`src/core/snpi_pkg.sv`:
```
package snpi_pkg;

   // Lane width codes for one byte of traffic.
   typedef enum logic [1:0] {
      SNPI_W_SINGLE = 2'b00,
      SNPI_W_DUAL   = 2'b01,
      SNPI_W_QUAD   = 2'b10
   } snpi_width_t;

   // Frame phase of the pin engine.
   typedef enum logic [1:0] {
      SNPI_PH_IDLE = 2'b00,
      SNPI_PH_IN   = 2'b01,
      SNPI_PH_OUT  = 2'b10
   } snpi_phase_t;

   localparam int          SNPI_SYNC_STAGES = 2;
   localparam int          SNPI_LANES       = 4;
   localparam logic [3:0]  SNPI_BYTE_BITS   = 4'h8;
   localparam logic [3:0]  SNPI_CNT_RESET   = 4'h0;
   localparam logic [7:0]  SNPI_BYTE_RESET  = 8'h00;
   localparam logic [3:0]  SNPI_OE_N_OFF    = 4'hF;
   localparam logic [3:0]  SNPI_OE_N_SINGLE = 4'hD;
   localparam logic [3:0]  SNPI_OE_N_DUAL   = 4'hC;
   localparam logic [3:0]  SNPI_OE_N_QUAD   = 4'h0;
   localparam int          SNPI_LANE_WP     = 2;
   localparam int          SNPI_LANE_PAUSE  = 3;

   // Number of bits moved per serial clock edge for a lane width.
   function automatic logic [3:0] snpi_bits_per_edge(input snpi_width_t w);
      unique case (w)
         SNPI_W_DUAL: snpi_bits_per_edge = 4'h2;
         SNPI_W_QUAD: snpi_bits_per_edge = 4'h4;
         default:     snpi_bits_per_edge = 4'h1;
      endcase
   endfunction : snpi_bits_per_edge

endpackage : snpi_pkg

```
`src/core/snpi_pins_if.sv`:
```
`timescale 1ns/1ps
// Synchronised pin levels passed from the input stage to the pin engine.
interface snpi_pins_if;
   logic       sclk;
   logic       cs_n;
   logic [3:0] lane_in;

   modport sync_side (output sclk, output cs_n, output lane_in);
   modport core_side (input sclk, input cs_n, input lane_in);
endinterface : snpi_pins_if

```
`src/core/snpi_pin_sync.sv`:
```
`timescale 1ns/1ps
module snpi_pin_sync
   import snpi_pkg::*;
(
   // Clock, reset and enable.
   input wire logic       clock,
   input wire logic       rst_n,
   input wire logic       ce,
   // Raw pins.
   input wire logic       spi_clk,
   input wire logic       cs_n,
   input wire logic [3:0] lane_in,
   // Synchronised levels.
   snpi_pins_if.sync_side pins
);

   logic [5:0] stage1;
   logic [5:0] stage2;
   logic [5:0] next_stage1;
   logic [5:0] next_stage2;

   // Two flip-flops per pin; chip select resets low so a high level must be seen first.
   always_comb
   begin
      next_stage1 = {spi_clk, cs_n, lane_in};
      next_stage2 = stage1;
   end

   // Registers the synchroniser stages.
   always_ff @(posedge clock)
   begin
      if (!rst_n)
      begin
         stage1 <= 6'h0F;
         stage2 <= 6'h0F;
      end
      else if (ce)
      begin
         stage1 <= next_stage1;
         stage2 <= next_stage2;
      end
   end

   // Only the second stage leaves this module.
   assign pins.sclk    = stage2[5];
   assign pins.cs_n    = stage2[4];
   assign pins.lane_in = stage2[3:0];

endmodule : snpi_pin_sync

```
`src/core/snpi_pin_engine.sv`:
```
//Function
//Chip select high deselects and releases every output lane.
//After reset, nothing is accepted until chip select falls from high.
//Single lane mode captures serial input on rising serial clock edges.
//Single lane mode changes serial output on falling serial clock edges.
//Dual and quad lanes sample on rising edges and drive on falling edges.
//Lanes zero and one for single and dual; all four lanes for quad.
//Protect and pause pins act as such only outside quad operation.
//Protect pin plus protect fields guard from one block up to the array.
//Protect enable low: protect pin only guards the protection register.
//Protect enable high and pin low blocks every write, program, erase.
//Quad transfers are refused while protect enable is high.
//Pause low while selected releases output and ignores input and clock.
//Pause release resumes the transfer from the saved state.
//Once quad traffic starts, pause acts as lane three until frame end.
//The host keeps the pause pin driven high when unused.
//A started internal operation continues after chip select rises.
//Serial clock idle low or idle high at frame edges both work.
//Pause starts and ends only while serial clock is low.
//Output drivers enabled only in the data-out phase, released at deselect.
`timescale 1ns/1ps
module snpi_pin_engine
   import snpi_pkg::*;
(
   // Clock, reset and enable.
   input  wire logic       clock,
   input  wire logic       rst_n,
   input  wire logic       ce,
   // Device pins; lane outputs are enabled when the matching oe_n is low.
   input  wire logic       spi_clk,
   input  wire logic       cs_n,
   input  wire logic [3:0] lane_in,
   output logic      [3:0] lane_out,
   output logic      [3:0] lane_oe_n,
   // Protection configuration and results.
   input  wire logic       protect_enable,
   input  wire logic [3:0] block_protect_field,
   input  wire logic [1:0] reg_protect_field,
   output logic            write_blocked,
   output logic            reg_write_blocked,
   output logic            array_protect_active,
   // Byte stream towards the command logic.
   input  wire logic [1:0] xfer_width,
   input  wire logic       drive_out,
   input  wire logic [7:0] tx_byte,
   output logic      [7:0] rx_byte,
   output logic            rx_valid,
   output logic            rx_first,
   output logic            tx_taken,
   output logic            quad_refused,
   output logic            selected,
   output logic            paused,
   // Internal operation tracking.
   input  wire logic       op_start,
   input  wire logic       op_done,
   output logic            op_running
);

   snpi_pins_if pins ();

   snpi_pin_sync u_sync (
      .clock   (clock),
      .rst_n   (rst_n),
      .ce      (ce),
      .spi_clk (spi_clk),
      .cs_n    (cs_n),
      .lane_in (lane_in),
      .pins    (pins.sync_side)
   );

   snpi_phase_t phase, next_phase;
   snpi_width_t width, next_width;
   logic        cs_prev, next_cs_prev;
   logic        clk_prev, next_clk_prev;
   logic        quad_lock, next_quad_lock;
   logic        first, next_first;
   logic [3:0]  rx_cnt, next_rx_cnt;
   logic [3:0]  tx_cnt, next_tx_cnt;
   logic [7:0]  rx_sh, next_rx_sh;
   logic [7:0]  tx_sh, next_tx_sh;
   logic [3:0]  next_lane_out, next_lane_oe_n;
   logic [7:0]  next_rx_byte;
   logic        next_rx_valid, next_rx_first, next_tx_taken;
   logic        next_quad_refused, next_paused;
   logic        wp_level, next_wp_level;
   logic        next_write_blocked, next_reg_write_blocked, next_array_protect;
   logic        next_op_running;

   // Applies the quad refusal to a requested width.
   function automatic snpi_width_t pick_width(input logic [1:0] req, input logic wpe);
      if (req == SNPI_W_QUAD && wpe)
         pick_width = SNPI_W_SINGLE;
      else if (req == SNPI_W_QUAD)
         pick_width = SNPI_W_QUAD;
      else if (req == SNPI_W_DUAL)
         pick_width = SNPI_W_DUAL;
      else
         pick_width = SNPI_W_SINGLE;
   endfunction : pick_width

   // Frame, pause and shift engine.
   always_comb
   begin
      logic       rise;
      logic       fall;
      logic [3:0] step;
      logic [7:0] src;
      rise = 1'b0;
      fall = 1'b0;
      step = snpi_bits_per_edge(width);
      src  = tx_sh;
      next_phase        = phase;
      next_width        = width;
      next_cs_prev      = pins.cs_n;
      next_clk_prev     = pins.sclk;
      next_quad_lock    = quad_lock;
      next_first        = first;
      next_rx_cnt       = rx_cnt;
      next_tx_cnt       = tx_cnt;
      next_rx_sh        = rx_sh;
      next_tx_sh        = tx_sh;
      next_lane_out     = lane_out;
      next_lane_oe_n    = lane_oe_n;
      next_rx_byte      = rx_byte;
      next_rx_valid     = 1'b0;
      next_rx_first     = rx_first;
      next_tx_taken     = 1'b0;
      next_quad_refused = quad_refused;
      next_paused       = paused;
      if (pins.cs_n)
      begin
         // Deselected: lanes released; phase, width, pause and quad state reset for the next frame.
         next_phase        = SNPI_PH_IDLE;
         next_lane_oe_n    = SNPI_OE_N_OFF;
         next_paused       = 1'b0;
         next_quad_lock    = 1'b0;
         next_quad_refused = 1'b0;
         next_width        = SNPI_W_SINGLE;
      end
      else if (phase == SNPI_PH_IDLE)
      begin
         if (cs_prev)
         begin
            // Only a seen high-to-low transition opens a frame.
            next_phase  = SNPI_PH_IN;
            next_first  = 1'b1;
            next_rx_cnt = SNPI_CNT_RESET;
            next_tx_cnt = SNPI_CNT_RESET;
         end
      end
      else
      begin
         // Pause moves only while the serial clock is low, never during quad.
         if (!quad_lock && !pins.sclk)
         begin
            if (!paused && !pins.lane_in[SNPI_LANE_PAUSE])
               next_paused = 1'b1;
            else if (paused && pins.lane_in[SNPI_LANE_PAUSE])
               next_paused = 1'b0;
         end
         if (next_paused)
            next_lane_oe_n = SNPI_OE_N_OFF;
         else
         begin
            // Edges compare against the last level, so mode 0 and 3 both start clean.
            rise = pins.sclk && !clk_prev;
            fall = !pins.sclk && clk_prev;
            if (paused && phase == SNPI_PH_OUT)
               next_lane_oe_n = lane_oe_n_for(width);
         end
         if (rise && phase == SNPI_PH_IN)
         begin
            unique case (width)
               SNPI_W_QUAD: next_rx_sh = {rx_sh[3:0], pins.lane_in};
               SNPI_W_DUAL: next_rx_sh = {rx_sh[5:0], pins.lane_in[1:0]};
               default:     next_rx_sh = {rx_sh[6:0], pins.lane_in[0]};
            endcase
            next_rx_cnt = rx_cnt + step;
            if (next_rx_cnt == SNPI_BYTE_BITS)
            begin
               next_rx_cnt    = SNPI_CNT_RESET;
               next_rx_byte   = next_rx_sh;
               next_rx_valid  = 1'b1;
               next_rx_first  = first;
               next_first     = 1'b0;
               next_width     = pick_width(xfer_width, protect_enable);
               next_quad_lock = quad_lock || (next_width == SNPI_W_QUAD);
               next_quad_refused = quad_refused
                                   || (xfer_width == SNPI_W_QUAD && protect_enable);
               if (drive_out)
                  next_phase = SNPI_PH_OUT;
            end
         end
         if (fall && phase == SNPI_PH_OUT)
         begin
            if (tx_cnt == SNPI_CNT_RESET)
            begin
               src           = tx_byte;
               next_tx_taken = 1'b1;
               next_width    = pick_width(xfer_width, protect_enable);
               next_quad_lock = quad_lock || (next_width == SNPI_W_QUAD);
            end
            step = snpi_bits_per_edge(next_width);
            unique case (next_width)
               SNPI_W_QUAD: next_lane_out = src[7:4];
               SNPI_W_DUAL: next_lane_out = {2'b00, src[7:6]};
               default:     next_lane_out = {2'b00, src[7], 1'b0};
            endcase
            next_lane_oe_n = lane_oe_n_for(next_width);
            next_tx_sh     = src << step;
            next_tx_cnt    = tx_cnt + step;
            if (next_tx_cnt == SNPI_BYTE_BITS)
               next_tx_cnt = SNPI_CNT_RESET;
         end
      end
   end

   // Output enable pattern for a lane width.
   function automatic logic [3:0] lane_oe_n_for(input snpi_width_t w);
      unique case (w)
         SNPI_W_QUAD: lane_oe_n_for = SNPI_OE_N_QUAD;
         SNPI_W_DUAL: lane_oe_n_for = SNPI_OE_N_DUAL;
         default:     lane_oe_n_for = SNPI_OE_N_SINGLE;
      endcase
   endfunction : lane_oe_n_for

   // Protection decode and internal operation tracking.
   always_comb
   begin
      next_wp_level = wp_level;
      if (!quad_lock)
         next_wp_level = pins.lane_in[SNPI_LANE_WP];
      next_write_blocked     = protect_enable && !next_wp_level;
      next_reg_write_blocked = !next_wp_level
                               && (protect_enable || reg_protect_field != 2'b00);
      next_array_protect     = (block_protect_field != 4'h0) || next_write_blocked;
      next_op_running = op_running;
      if (op_start)
         next_op_running = 1'b1;
      else if (op_done)
         next_op_running = 1'b0;
   end

   // Registers all engine and protection state.
   always_ff @(posedge clock)
   begin
      if (!rst_n)
      begin
         phase     <= SNPI_PH_IDLE;
         width     <= SNPI_W_SINGLE;
         cs_prev   <= 1'b0;
         clk_prev  <= 1'b0;
         quad_lock <= 1'b0;
         first     <= 1'b1;
         rx_cnt    <= SNPI_CNT_RESET;
         tx_cnt    <= SNPI_CNT_RESET;
         rx_sh     <= SNPI_BYTE_RESET;
         tx_sh     <= SNPI_BYTE_RESET;
         lane_out  <= 4'h0;
         lane_oe_n <= SNPI_OE_N_OFF;
         rx_byte   <= SNPI_BYTE_RESET;
         rx_valid  <= 1'b0;
         rx_first  <= 1'b0;
         tx_taken  <= 1'b0;
         quad_refused <= 1'b0;
         selected  <= 1'b0;
         paused    <= 1'b0;
         wp_level  <= 1'b1;
         write_blocked        <= 1'b0;
         reg_write_blocked    <= 1'b0;
         array_protect_active <= 1'b0;
         op_running <= 1'b0;
      end
      else if (ce)
      begin
         phase     <= next_phase;
         width     <= next_width;
         cs_prev   <= next_cs_prev;
         clk_prev  <= next_clk_prev;
         quad_lock <= next_quad_lock;
         first     <= next_first;
         rx_cnt    <= next_rx_cnt;
         tx_cnt    <= next_tx_cnt;
         rx_sh     <= next_rx_sh;
         tx_sh     <= next_tx_sh;
         lane_out  <= next_lane_out;
         lane_oe_n <= next_lane_oe_n;
         rx_byte   <= next_rx_byte;
         rx_valid  <= next_rx_valid;
         rx_first  <= next_rx_first;
         tx_taken  <= next_tx_taken;
         quad_refused <= next_quad_refused;
         selected  <= (next_phase != SNPI_PH_IDLE);
         paused    <= next_paused;
         wp_level  <= next_wp_level;
         write_blocked        <= next_write_blocked;
         reg_write_blocked    <= next_reg_write_blocked;
         array_protect_active <= next_array_protect;
         op_running <= next_op_running;
      end
   end

endmodule : snpi_pin_engine

```
`config.mk`:
```
export PLATFORM = sky130hd
export DESIGN_NAME = snpi_pin_engine
export DESIGN_NICKNAME = d
export VERILOG_FILES = /design/src/core/snpi_pkg.sv /design/src/core/snpi_pins_if.sv /design/src/core/snpi_pin_sync.sv /design/src/core/snpi_pin_engine.sv
export SDC_FILE = /design/constraint.sdc
export NUM_CORES = 1
export LEC_CHECK = 0
export BUFFER_PORTS_ARGS = -buffer_cell sky130_fd_sc_hd__buf_4
export CELL_PAD_IN_SITES_DETAIL_PLACEMENT = 1
export CELL_PAD_IN_SITES_GLOBAL_PLACEMENT = 1
export CORE_AREA = 2 2 130 82
export DETAILED_ROUTE_END_ITERATION = 6
export DIE_AREA = 0 0 132 84
export PLACE_DENSITY = 0.84
export SYNTH_ARGS = -nofsm -noshare
export SYNTH_HDL_FRONTEND = slang
export SYNTH_SLANG_ARGS = --single-unit
```
`constraint.sdc`:
```
create_clock -name clock -period 4.3 [get_ports clock]
set_input_delay 0.43 -clock clock [delete_from_list [all_inputs] [get_ports clock]]
set_output_delay 0.43 -clock clock [all_outputs]
set_load 0.1 [all_outputs]
```
==> results by group, run 1 <==
STA
  • Max-slew headroom: ~28%
  • Final Hold Viols: 0
  • Final Slew Violations: 0
  • Min Tclk post-route: 4.24 ns
  • Minimum hold slack: 0.308 ns
  • Worst-Margin Slew: approximately 1.1 ns
  • Peak Freq: approximately 240 MHz
  • Clock Skew: ~0.0071 ns
  • # setup viols final: 0
  • Setup TNS: 0 ns
  • Tcrit/Tclk final: between 90% and 100%

Logic synthesis
  • Post-Syn Area per Cell: 8.57 um^2
  • Number of synthesized flops with an enable pin: 0
  • Yosys cell types: 64
  • Mapped Nets: 482
  • Predominant post-synthesis flop cell: dfxtp_1
  • Ys async rst share: 0%
  • Post-synthesis cell count: 439
  • Synth Warn #: 0
  • Seq/Total Area, Yosys: roughly 37%
  • FF+latch count, synth: 69
  • Cell area after synthesis: 3760 um^2

Critical path
  • Crit path arrival time: 4.51 ns
  • Critical Path Fanout Max: 4
  • Worst Setup Path Type: register to register
  • Slowest-stage cell, CP: or3_4
  • Critical path's largest stage delay: between 0.3 and 0.4 ns
  • Setup crit end kind: register
  • Reg2Reg Setup Slack: 0.06 ns
  • Cell mode on critical path: buf_4
  • CP required: ~4.6 ns
  • Cell Chain, Critical Path: inv_2 > ha_4 > ha_4 > ha_2 > a21oi_2 > xnor2_2 > or3_4 > nor4_4 > buf_4 > nor2_4 > mux2_4 > ha_4 > ha_2 > inv_1 > fa_2 > xor2_1 > buf_4 > buf_4 > buf_4 > nor2_1 > mux2i_1 > nor2_1
  • Startpoint Class: register

Global routing
  • Vias in the first global route: between 3000 and 4000
  • GRT Total Usage: 22.5%
  • Initial antenna violation count: 0
  • Remaining Overflow, GRT: 0
  • Global-route wire length before repair: slightly below 20 mm
  • Largest net degree at the start of global routing: 46

Run
  • Max-cap violations: 0

Drt
  • Mean routed wirelength per cell: 21.0 um
  • Drt via density: slightly below 6
  • Vias: 3788
  • Antenna-violating nets left: 0
  • # DRC: 0
  • Drt pass-1 iters: 4
  • Post-Route WL: 13.5 mm
  • Starting DRC count in detailed routing: 406

CTS
  • Worst-skew pair later-pin latency: 0.34 ns
  • CTS buffer count: 9
  • Clock Path Buffers: 2
  • Clock Tree Root: clkbuf_16
  • Clock Sinks: a little under 70
  • Clock Pin Slew Worst Setup and Hold Paths: roughly 0.060 ns
  • Hold Buf Count CTS: 0
  • CTS tree: done
  • H-tree depth: 3

Floorplan
  • Die extent in y: 84 um
  • FP Rows: 29
  • Die ar.: roughly 11000 um^2
  • IO Count: 55
  • Initial Utilization: 37.4%
  • Die W: 132 um
  • Core ar.: 10100 um^2

Hold path
  • HP Class: primary input to register

Finish
  • Fin area: around 4800 um^2
  • Commonest cells after routing, fill and taps aside: buf_4, dfxtp_1, nand2_1
  • Share of cells above drive strength 1: between 20% and 30%
  • Area delta synth->final: 28.0%
  • # fillers: 1193
  • Ant diodes: 0
  • Multi-input gate area: 2320 um^2
  • Commonest non-fill, non-tap cell in the layout: buf_4
  • Register area: 1390 um^2
  • Layout net count: ~540

Place
  • Gp weighted congestion: roughly 0.86
  • Placed cell area: ~4300 um^2
  • Post-DP HPWL: 8.12 mm
  • Port Buffer Count: 54

Power
  • Internal Power: approximately 1200 uW
  • P_leak: ~0.0019 uW
  • Sw Share: 23.5%
  • PwrDens: between 300 and 400 nW/um^2
  • Sequential share of power: 40.9%
  • Net Sw Power: 376 uW
  • Comb pwr share: between 8 and 9%
  • Power share of the clock group: 51.0%
  • Max IR drop VDD: 0.174 mV

Run status
  • Status: finished clean
-- layout make-up --
type | count | share of cell area (%)
repair buffers | 75 | 11.8
inverters | 10 | 0.832
flip-flops and latches | 69 | 28.8
well taps | 139 | 3.61
clock inverters | 5 | 1.72
multi-input cells | 335 | 48.2
clock buffers | 11 | 5.04
-- cells by family after synthesis --
logic type	count (synthesis)	synth area share (%)
fa+ha+maj	14	4.86
simple gates	170	21.9
xor+xnor	3	0.698
mux	31	10.5
compound gates	117	20.5
buf+inv	35	4.82
flops	69	36.7
-- what timing repair did --
action,4_1_cts,5_1_grt
cloned,0,0
pin swaps,3,8
hold endpoints to repair,0,0
gates resized for setup,7,23
buffers inserted,4,8
endpoints found under the setup margin,1,4
-- per-stage QoR --
stage | utilization [%] | std cells | setup WS (ns) | power (uW)
floorplan | - | 439 | 0.0139 | 742
finish | 47.9 | 644 | 0.0585 | 1600
global route | 47.9 | 644 | -0.0607 | 1650
global placement | 42.4 | 616 | 0.158 | 782
CTS | 46.3 | 636 | 0.0288 | 1600
detailed placement | 42.4 | 616 | -0.102 | 787
-- worst max-delay path: cells and delay by family, from the launching register on --
kind	cells	cell delay, ns
AOI/OAI and AO/OA	1	0.15
xor gates and xnor gates	2	0.29
adders and majority gates	6	1.42
buffers and inverters	6	0.70
DFF	1	0.35
muxes	2	0.42
and+or+nand+nor	5	0.84
-- path summary, 6_finish.rpt --
check / to / cells after the start / from
max reg2reg: tx_cnt[2]$_SDFFE_PN0P_ / 22 / width[0]$_SDFFE_PN0P_
min reg2reg: rx_byte[4]$_SDFFE_PN0P_ / 2 / rx_byte[4]$_SDFFE_PN0P_
max: tx_cnt[2]$_SDFFE_PN0P_ / 22 / width[0]$_SDFFE_PN0P_
min: u_sync.next_stage2[2]$_SDFFE_PN1P_ / 3 / lane_in[2]
-- sequential cells by signal, summed over array words and instances (netlist names), 2 cells and up --
name and cells:
width 2, rx_cnt 4, u_sync.stage2 6, lane_oe_n 3, u_sync.next_stage2 6, tx_cnt 4, tx_sh 8, rx_sh 7
lane_out 4, rx_byte 8, phase 2
-- cells in the mapped netlist (all sizes together) (2+ instances only) --
cell	instances	area (um^2)
clkbuf	14	52.6
nor2	46	175
o21a	2	15.0
a22oi	9	67.6
o22ai	2	12.5
or3	3	18.8
ha	13	163
o311ai	2	17.5
nand2	65	244
nor3	9	55.1
a211oi	3	22.5
nor2b	6	37.5
dfxtp	69	1380
and2	2	12.5
nand4	6	43.8
xor2	2	17.5
o211ai	5	37.5
mux2i	24	240
mux4	5	131
a21oi	44	224
inv	10	37.5
o21ai	22	118
nand2b	7	43.8
o211a	3	30.0
a41oi	3	26.3
mux2	2	22.5
nor4	4	61.3
nand3b	2	15.0
buf	11	91.3
o31ai	2	15.0
nand3	14	70.1
a2111oi	3	45.1
a31oi	7	43.8
-- power by group through the flow --
stage / Clock, uW / Sequential (uW) / Combinational, uW
5_1_grt: 856 / 654 / 139
3_5_place_dp: 0 / 668 / 119
4_1_cts: 824 / 654 / 122
6_report: 816 / 654 / 130
2_1_floorplan: 0 / 676 / 66.3
3_3_place_gp: 0 / 667 / 114
-- metal layers --
metal	up-vias	global-route usage [%]	part of all wire, %
li1	1719	-	-
met1	1891	29.5	45
met2	152	36.2	48
met3	26	5.59	5.4
met4	0	7.61	1.7
met5	-	0	0
No activity file was read; power rests on OpenSTA's default activity.
==> run 2, diff against run 1 <==
- clock period: 4.3 -> 3.64 ns (I/O delays scaled with it)
==> run 2 against run 1 <==
The run now ends with setup timing left. Maximum frequency increased by 0.86%. Clock power increased by 15%. Critical path depth decreased by 3. First-iteration DRC count decreased by 27%. Total power increased by 19%. Critical path type unchanged. Critical endpoint is now tx_sh[7]$_SDFFE_PN0P_. Largest power group unchanged.
==> results by group, run 2 (synthesis results as in run 1) <==
Place
  • Gp weighted congestion: 0.874 (+1.6%)
  • Placed cell area: 4540 um^2 (+6.4%)
  • Port Buffer Count: 54 (unchanged)
  • Post-DP HPWL: 8.79 mm (+8.2%)

Power
  • P_leak: 0.00204 uW (+7.8%)
  • PwrDens: 366 nW/um^2 (+10%)
  • Comb pwr share: 10.2% (+2.1 points)
  • Net Sw Power: 446 uW (+19%)
  • Sw Share: 23.5% (about the same)
  • Internal Power: 1460 uW (+19%)
  • Max IR drop VDD: 0.223 mV (+28%)
  • Sequential share of power: 40.6% (-0.3 points)
  • Final Power: 1900 uW (+19%)
  • Power share of the clock group: 49.2% (-1.8 points)

CTS
  • Clock Pin Slew Worst Setup and Hold Paths: 0.06 ns (about the same)
  • Worst-skew pair later-pin latency: 0.34 ns (about the same)
  • Clock Sinks: 69 (unchanged)
  • H-tree depth: 3 (unchanged)
  • Clock Tree Root: clkbuf_16
  • CTS buffer count: 9 (unchanged)
  • CTS tree: done
  • Clock Path Buffers: 2 (unchanged)

STA
  • Tcrit/Tclk final: 116% (+17 points)
  • RSZ-0062 raised after global routing: true
  • # setup viols final: 15 (+15)
  • Final Slew Violations: 0 (unchanged)
  • Peak Freq: 238 MHz (+0.86%)
  • Final Hold Viols: 0 (unchanged)
  • Setup TNS: -4.56 ns (-4.56 ns)
  • Max-slew headroom: 21.4% (-6.7 points)
  • Clock Skew: 0.00520 ns (-0.00186 ns)
  • Setup WS post-layout: -0.565 ns (-0.624 ns)
  • Min Tclk post-route: 4.21 ns (-0.0361 ns)
  • Worst-Margin Slew: 1.17 ns (+0.102 ns)

Global routing
  • GR Layer Usage met3: 6.80% (+1.2 points)
  • Met2 global-route usage: 40.8% (+4.6 points)
  • GR peak layer: met2
  • Remaining Overflow, GRT: 0 (unchanged)
  • GRT Total Usage: 24.9% (+2.4 points)
  • Global-route wire length before repair: 21.7 mm (+9.8%)
  • Largest net degree at the start of global routing: 46 (unchanged)
  • Met1 Usage GRT: 31.7% (+2.2 points)
  • Vias in the first global route: 4001 (+5.9%)
  • Initial antenna violation count: 0 (unchanged)

Critical path
  • Slowest-stage cell, CP: or3_4
  • Crit path arrival time: 4.37 ns (-0.14 ns)
  • Setup crit end kind: register
  • Critical Path Fanout Max: 10 (+6)
  • Critical path's largest stage delay: 0.42 ns (+0.05 ns)
  • Worst Setup Path Type: register to register
  • Startpoint Class: register
  • Cell Chain, Critical Path: inv_4 > ha_4 > ha_4 > ha_4 > a21oi_4 > xnor2_2 > or3_4 > nor4_4 > buf_4 > o21ai_4 > a21boi_4 > ha_4 > buf_4 > buf_12 > mux4_2 > and2_4 > a31o_2 > o211ai_1 > a21oi_1
  • Cell mode on critical path: ha_4
  • WP buf/inv: 4 (-2)
  • CP required: 3.81 ns (-0.76 ns)
  • CP startpoint: width[0]$_SDFFE_PN0P_
  • Kind of cell adding the most delay to the critical path: simple AND/OR/NAND/NOR gates
  • Reg2reg start: width[0]$_SDFFE_PN0P_

Finish
  • Fin area: 5190 um^2 (+7.8%)
  • Layout net count: 572 (+5.3%)
  • Post-layout util: 51.6% (+3.7 points)
  • Area delta synth->final: 38.0%
  • Commonest cells after routing, fill and taps aside: buf_4, dfxtp_1, nand2_1
  • Ant diodes: 0 (unchanged)
  • Biggest regs: rx_byte (8), tx_sh (8), rx_sh (7)
  • Share of cells above drive strength 1: 34.8% (+9.3 points)
  • # fillers: 1163 (-2.5%)
  • Commonest non-fill, non-tap cell in the layout: buf_4

Floorplan
  • Initial Utilization: 37.4% (unchanged)
  • IO Count: 55 (unchanged)
  • Die extent in y: 84 um (unchanged)
  • Die W: 132 um (unchanged)
  • Core ar.: 10100 um^2 (unchanged)
  • FP Rows: 29 (unchanged)
  • Die ar.: 11100 um^2 (unchanged)

Drt
  • Vias: 3967 (+4.7%)
  • Mean routed wirelength per cell: 22.0 um (+4.8%)
  • Post-Route WL: 14.8 mm (+9.5%)
  • Starting DRC count in detailed routing: 295 (-27%)
  • Drt via density: 5.89 (+0.21%)
  • Antenna-violating nets left: 0 (unchanged)
  • Drt pass-1 iters: 5 (+1)
  • # DRC: 0 (unchanged)

Run
  • Max-cap violations: 0 (unchanged)

Hold path
  • HP Class: primary input to register
  • Hold path start: lane_in[0]

Run status
  • Failing checks: setup timing
  • Status: complete, but fails checks
==> run 2: tightest hold or removal path, stage by stage <==
cell     delay (ns)
buf_4          0.08
mux2i_1        0.05
nand2_1        0.06
==> run 2: per-stage QoR <==
stage | hold WS [ns] | cells | setup WS (ns)
global placement | 0.440 | 641 | -0.220
global route | 0.242 | 673 | -0.668
CTS | 0.234 | 665 | -0.298
finish | 0.245 | 673 | -0.565
detailed placement | 0.455 | 641 | -0.482
floorplan | 0.431 | 439 | -0.310
==> run 2: final cells by class <==
| cell class | instances | area (um^2) | share of cell area [%] |
|---|---|---|---|
| Multi-Input combinational cell | 335 | 2450 | 47.2 |
| Sequential cell | 69 | 1390 | 26.8 |
| Timing Repair Buffer | 104 | 816 | 15.7 |
| Clock buffer | 13 | 282 | 5.42 |
| Tap cell | 139 | 174 | 3.35 |
| Clock inverter | 3 | 40.0 | 0.771 |
| Inverter | 10 | 40.0 | 0.771 |
==> run 2: timing repair <==
| item | in CTS | in global routing |
|---|---|---|
| gates resized for setup | 19 | 37 |
| endpoints found under the setup margin | 13 | 13 |
| hold buffers | 0 | 0 |
| buffers inserted | 8 | 10 |
| pin swaps | 12 | 20 |
==> run 2: routing by layer <==
layer  part of all wire (%)  routed length, um  vias up
met1                     43               6310     1951
li1                       -                  -     1776
met4                    3.9                575        0
met3                    6.9               1020       52
met5                      0                  0        -
met2                     47               6880      188
==> run 2: final timing paths <==
kind	to	slack, ns	depth (start not counted)
worst max-delay path	tx_sh[7]$_SDFFE_PN0P_	-0.57	19
worst min register to register	rx_first$_SDFFE_PN0P_	0.46	2
worst min-delay path	u_sync.next_stage2[0]$_SDFFE_PN1P_	0.24	3
worst max register to register	tx_sh[7]$_SDFFE_PN0P_	-0.57	19
==> run 2: power groups by stage <==
stage | Combinational, uW | Sequential [uW] | Clock [uW]
3_5_place_dp | 152 | 788 | 0
6_report | 194 | 771 | 935
2_1_floorplan | 82.0 | 798 | 0
4_1_cts | 156 | 771 | 948
5_1_grt | 205 | 772 | 985
3_3_place_gp | 145 | 787 | 0
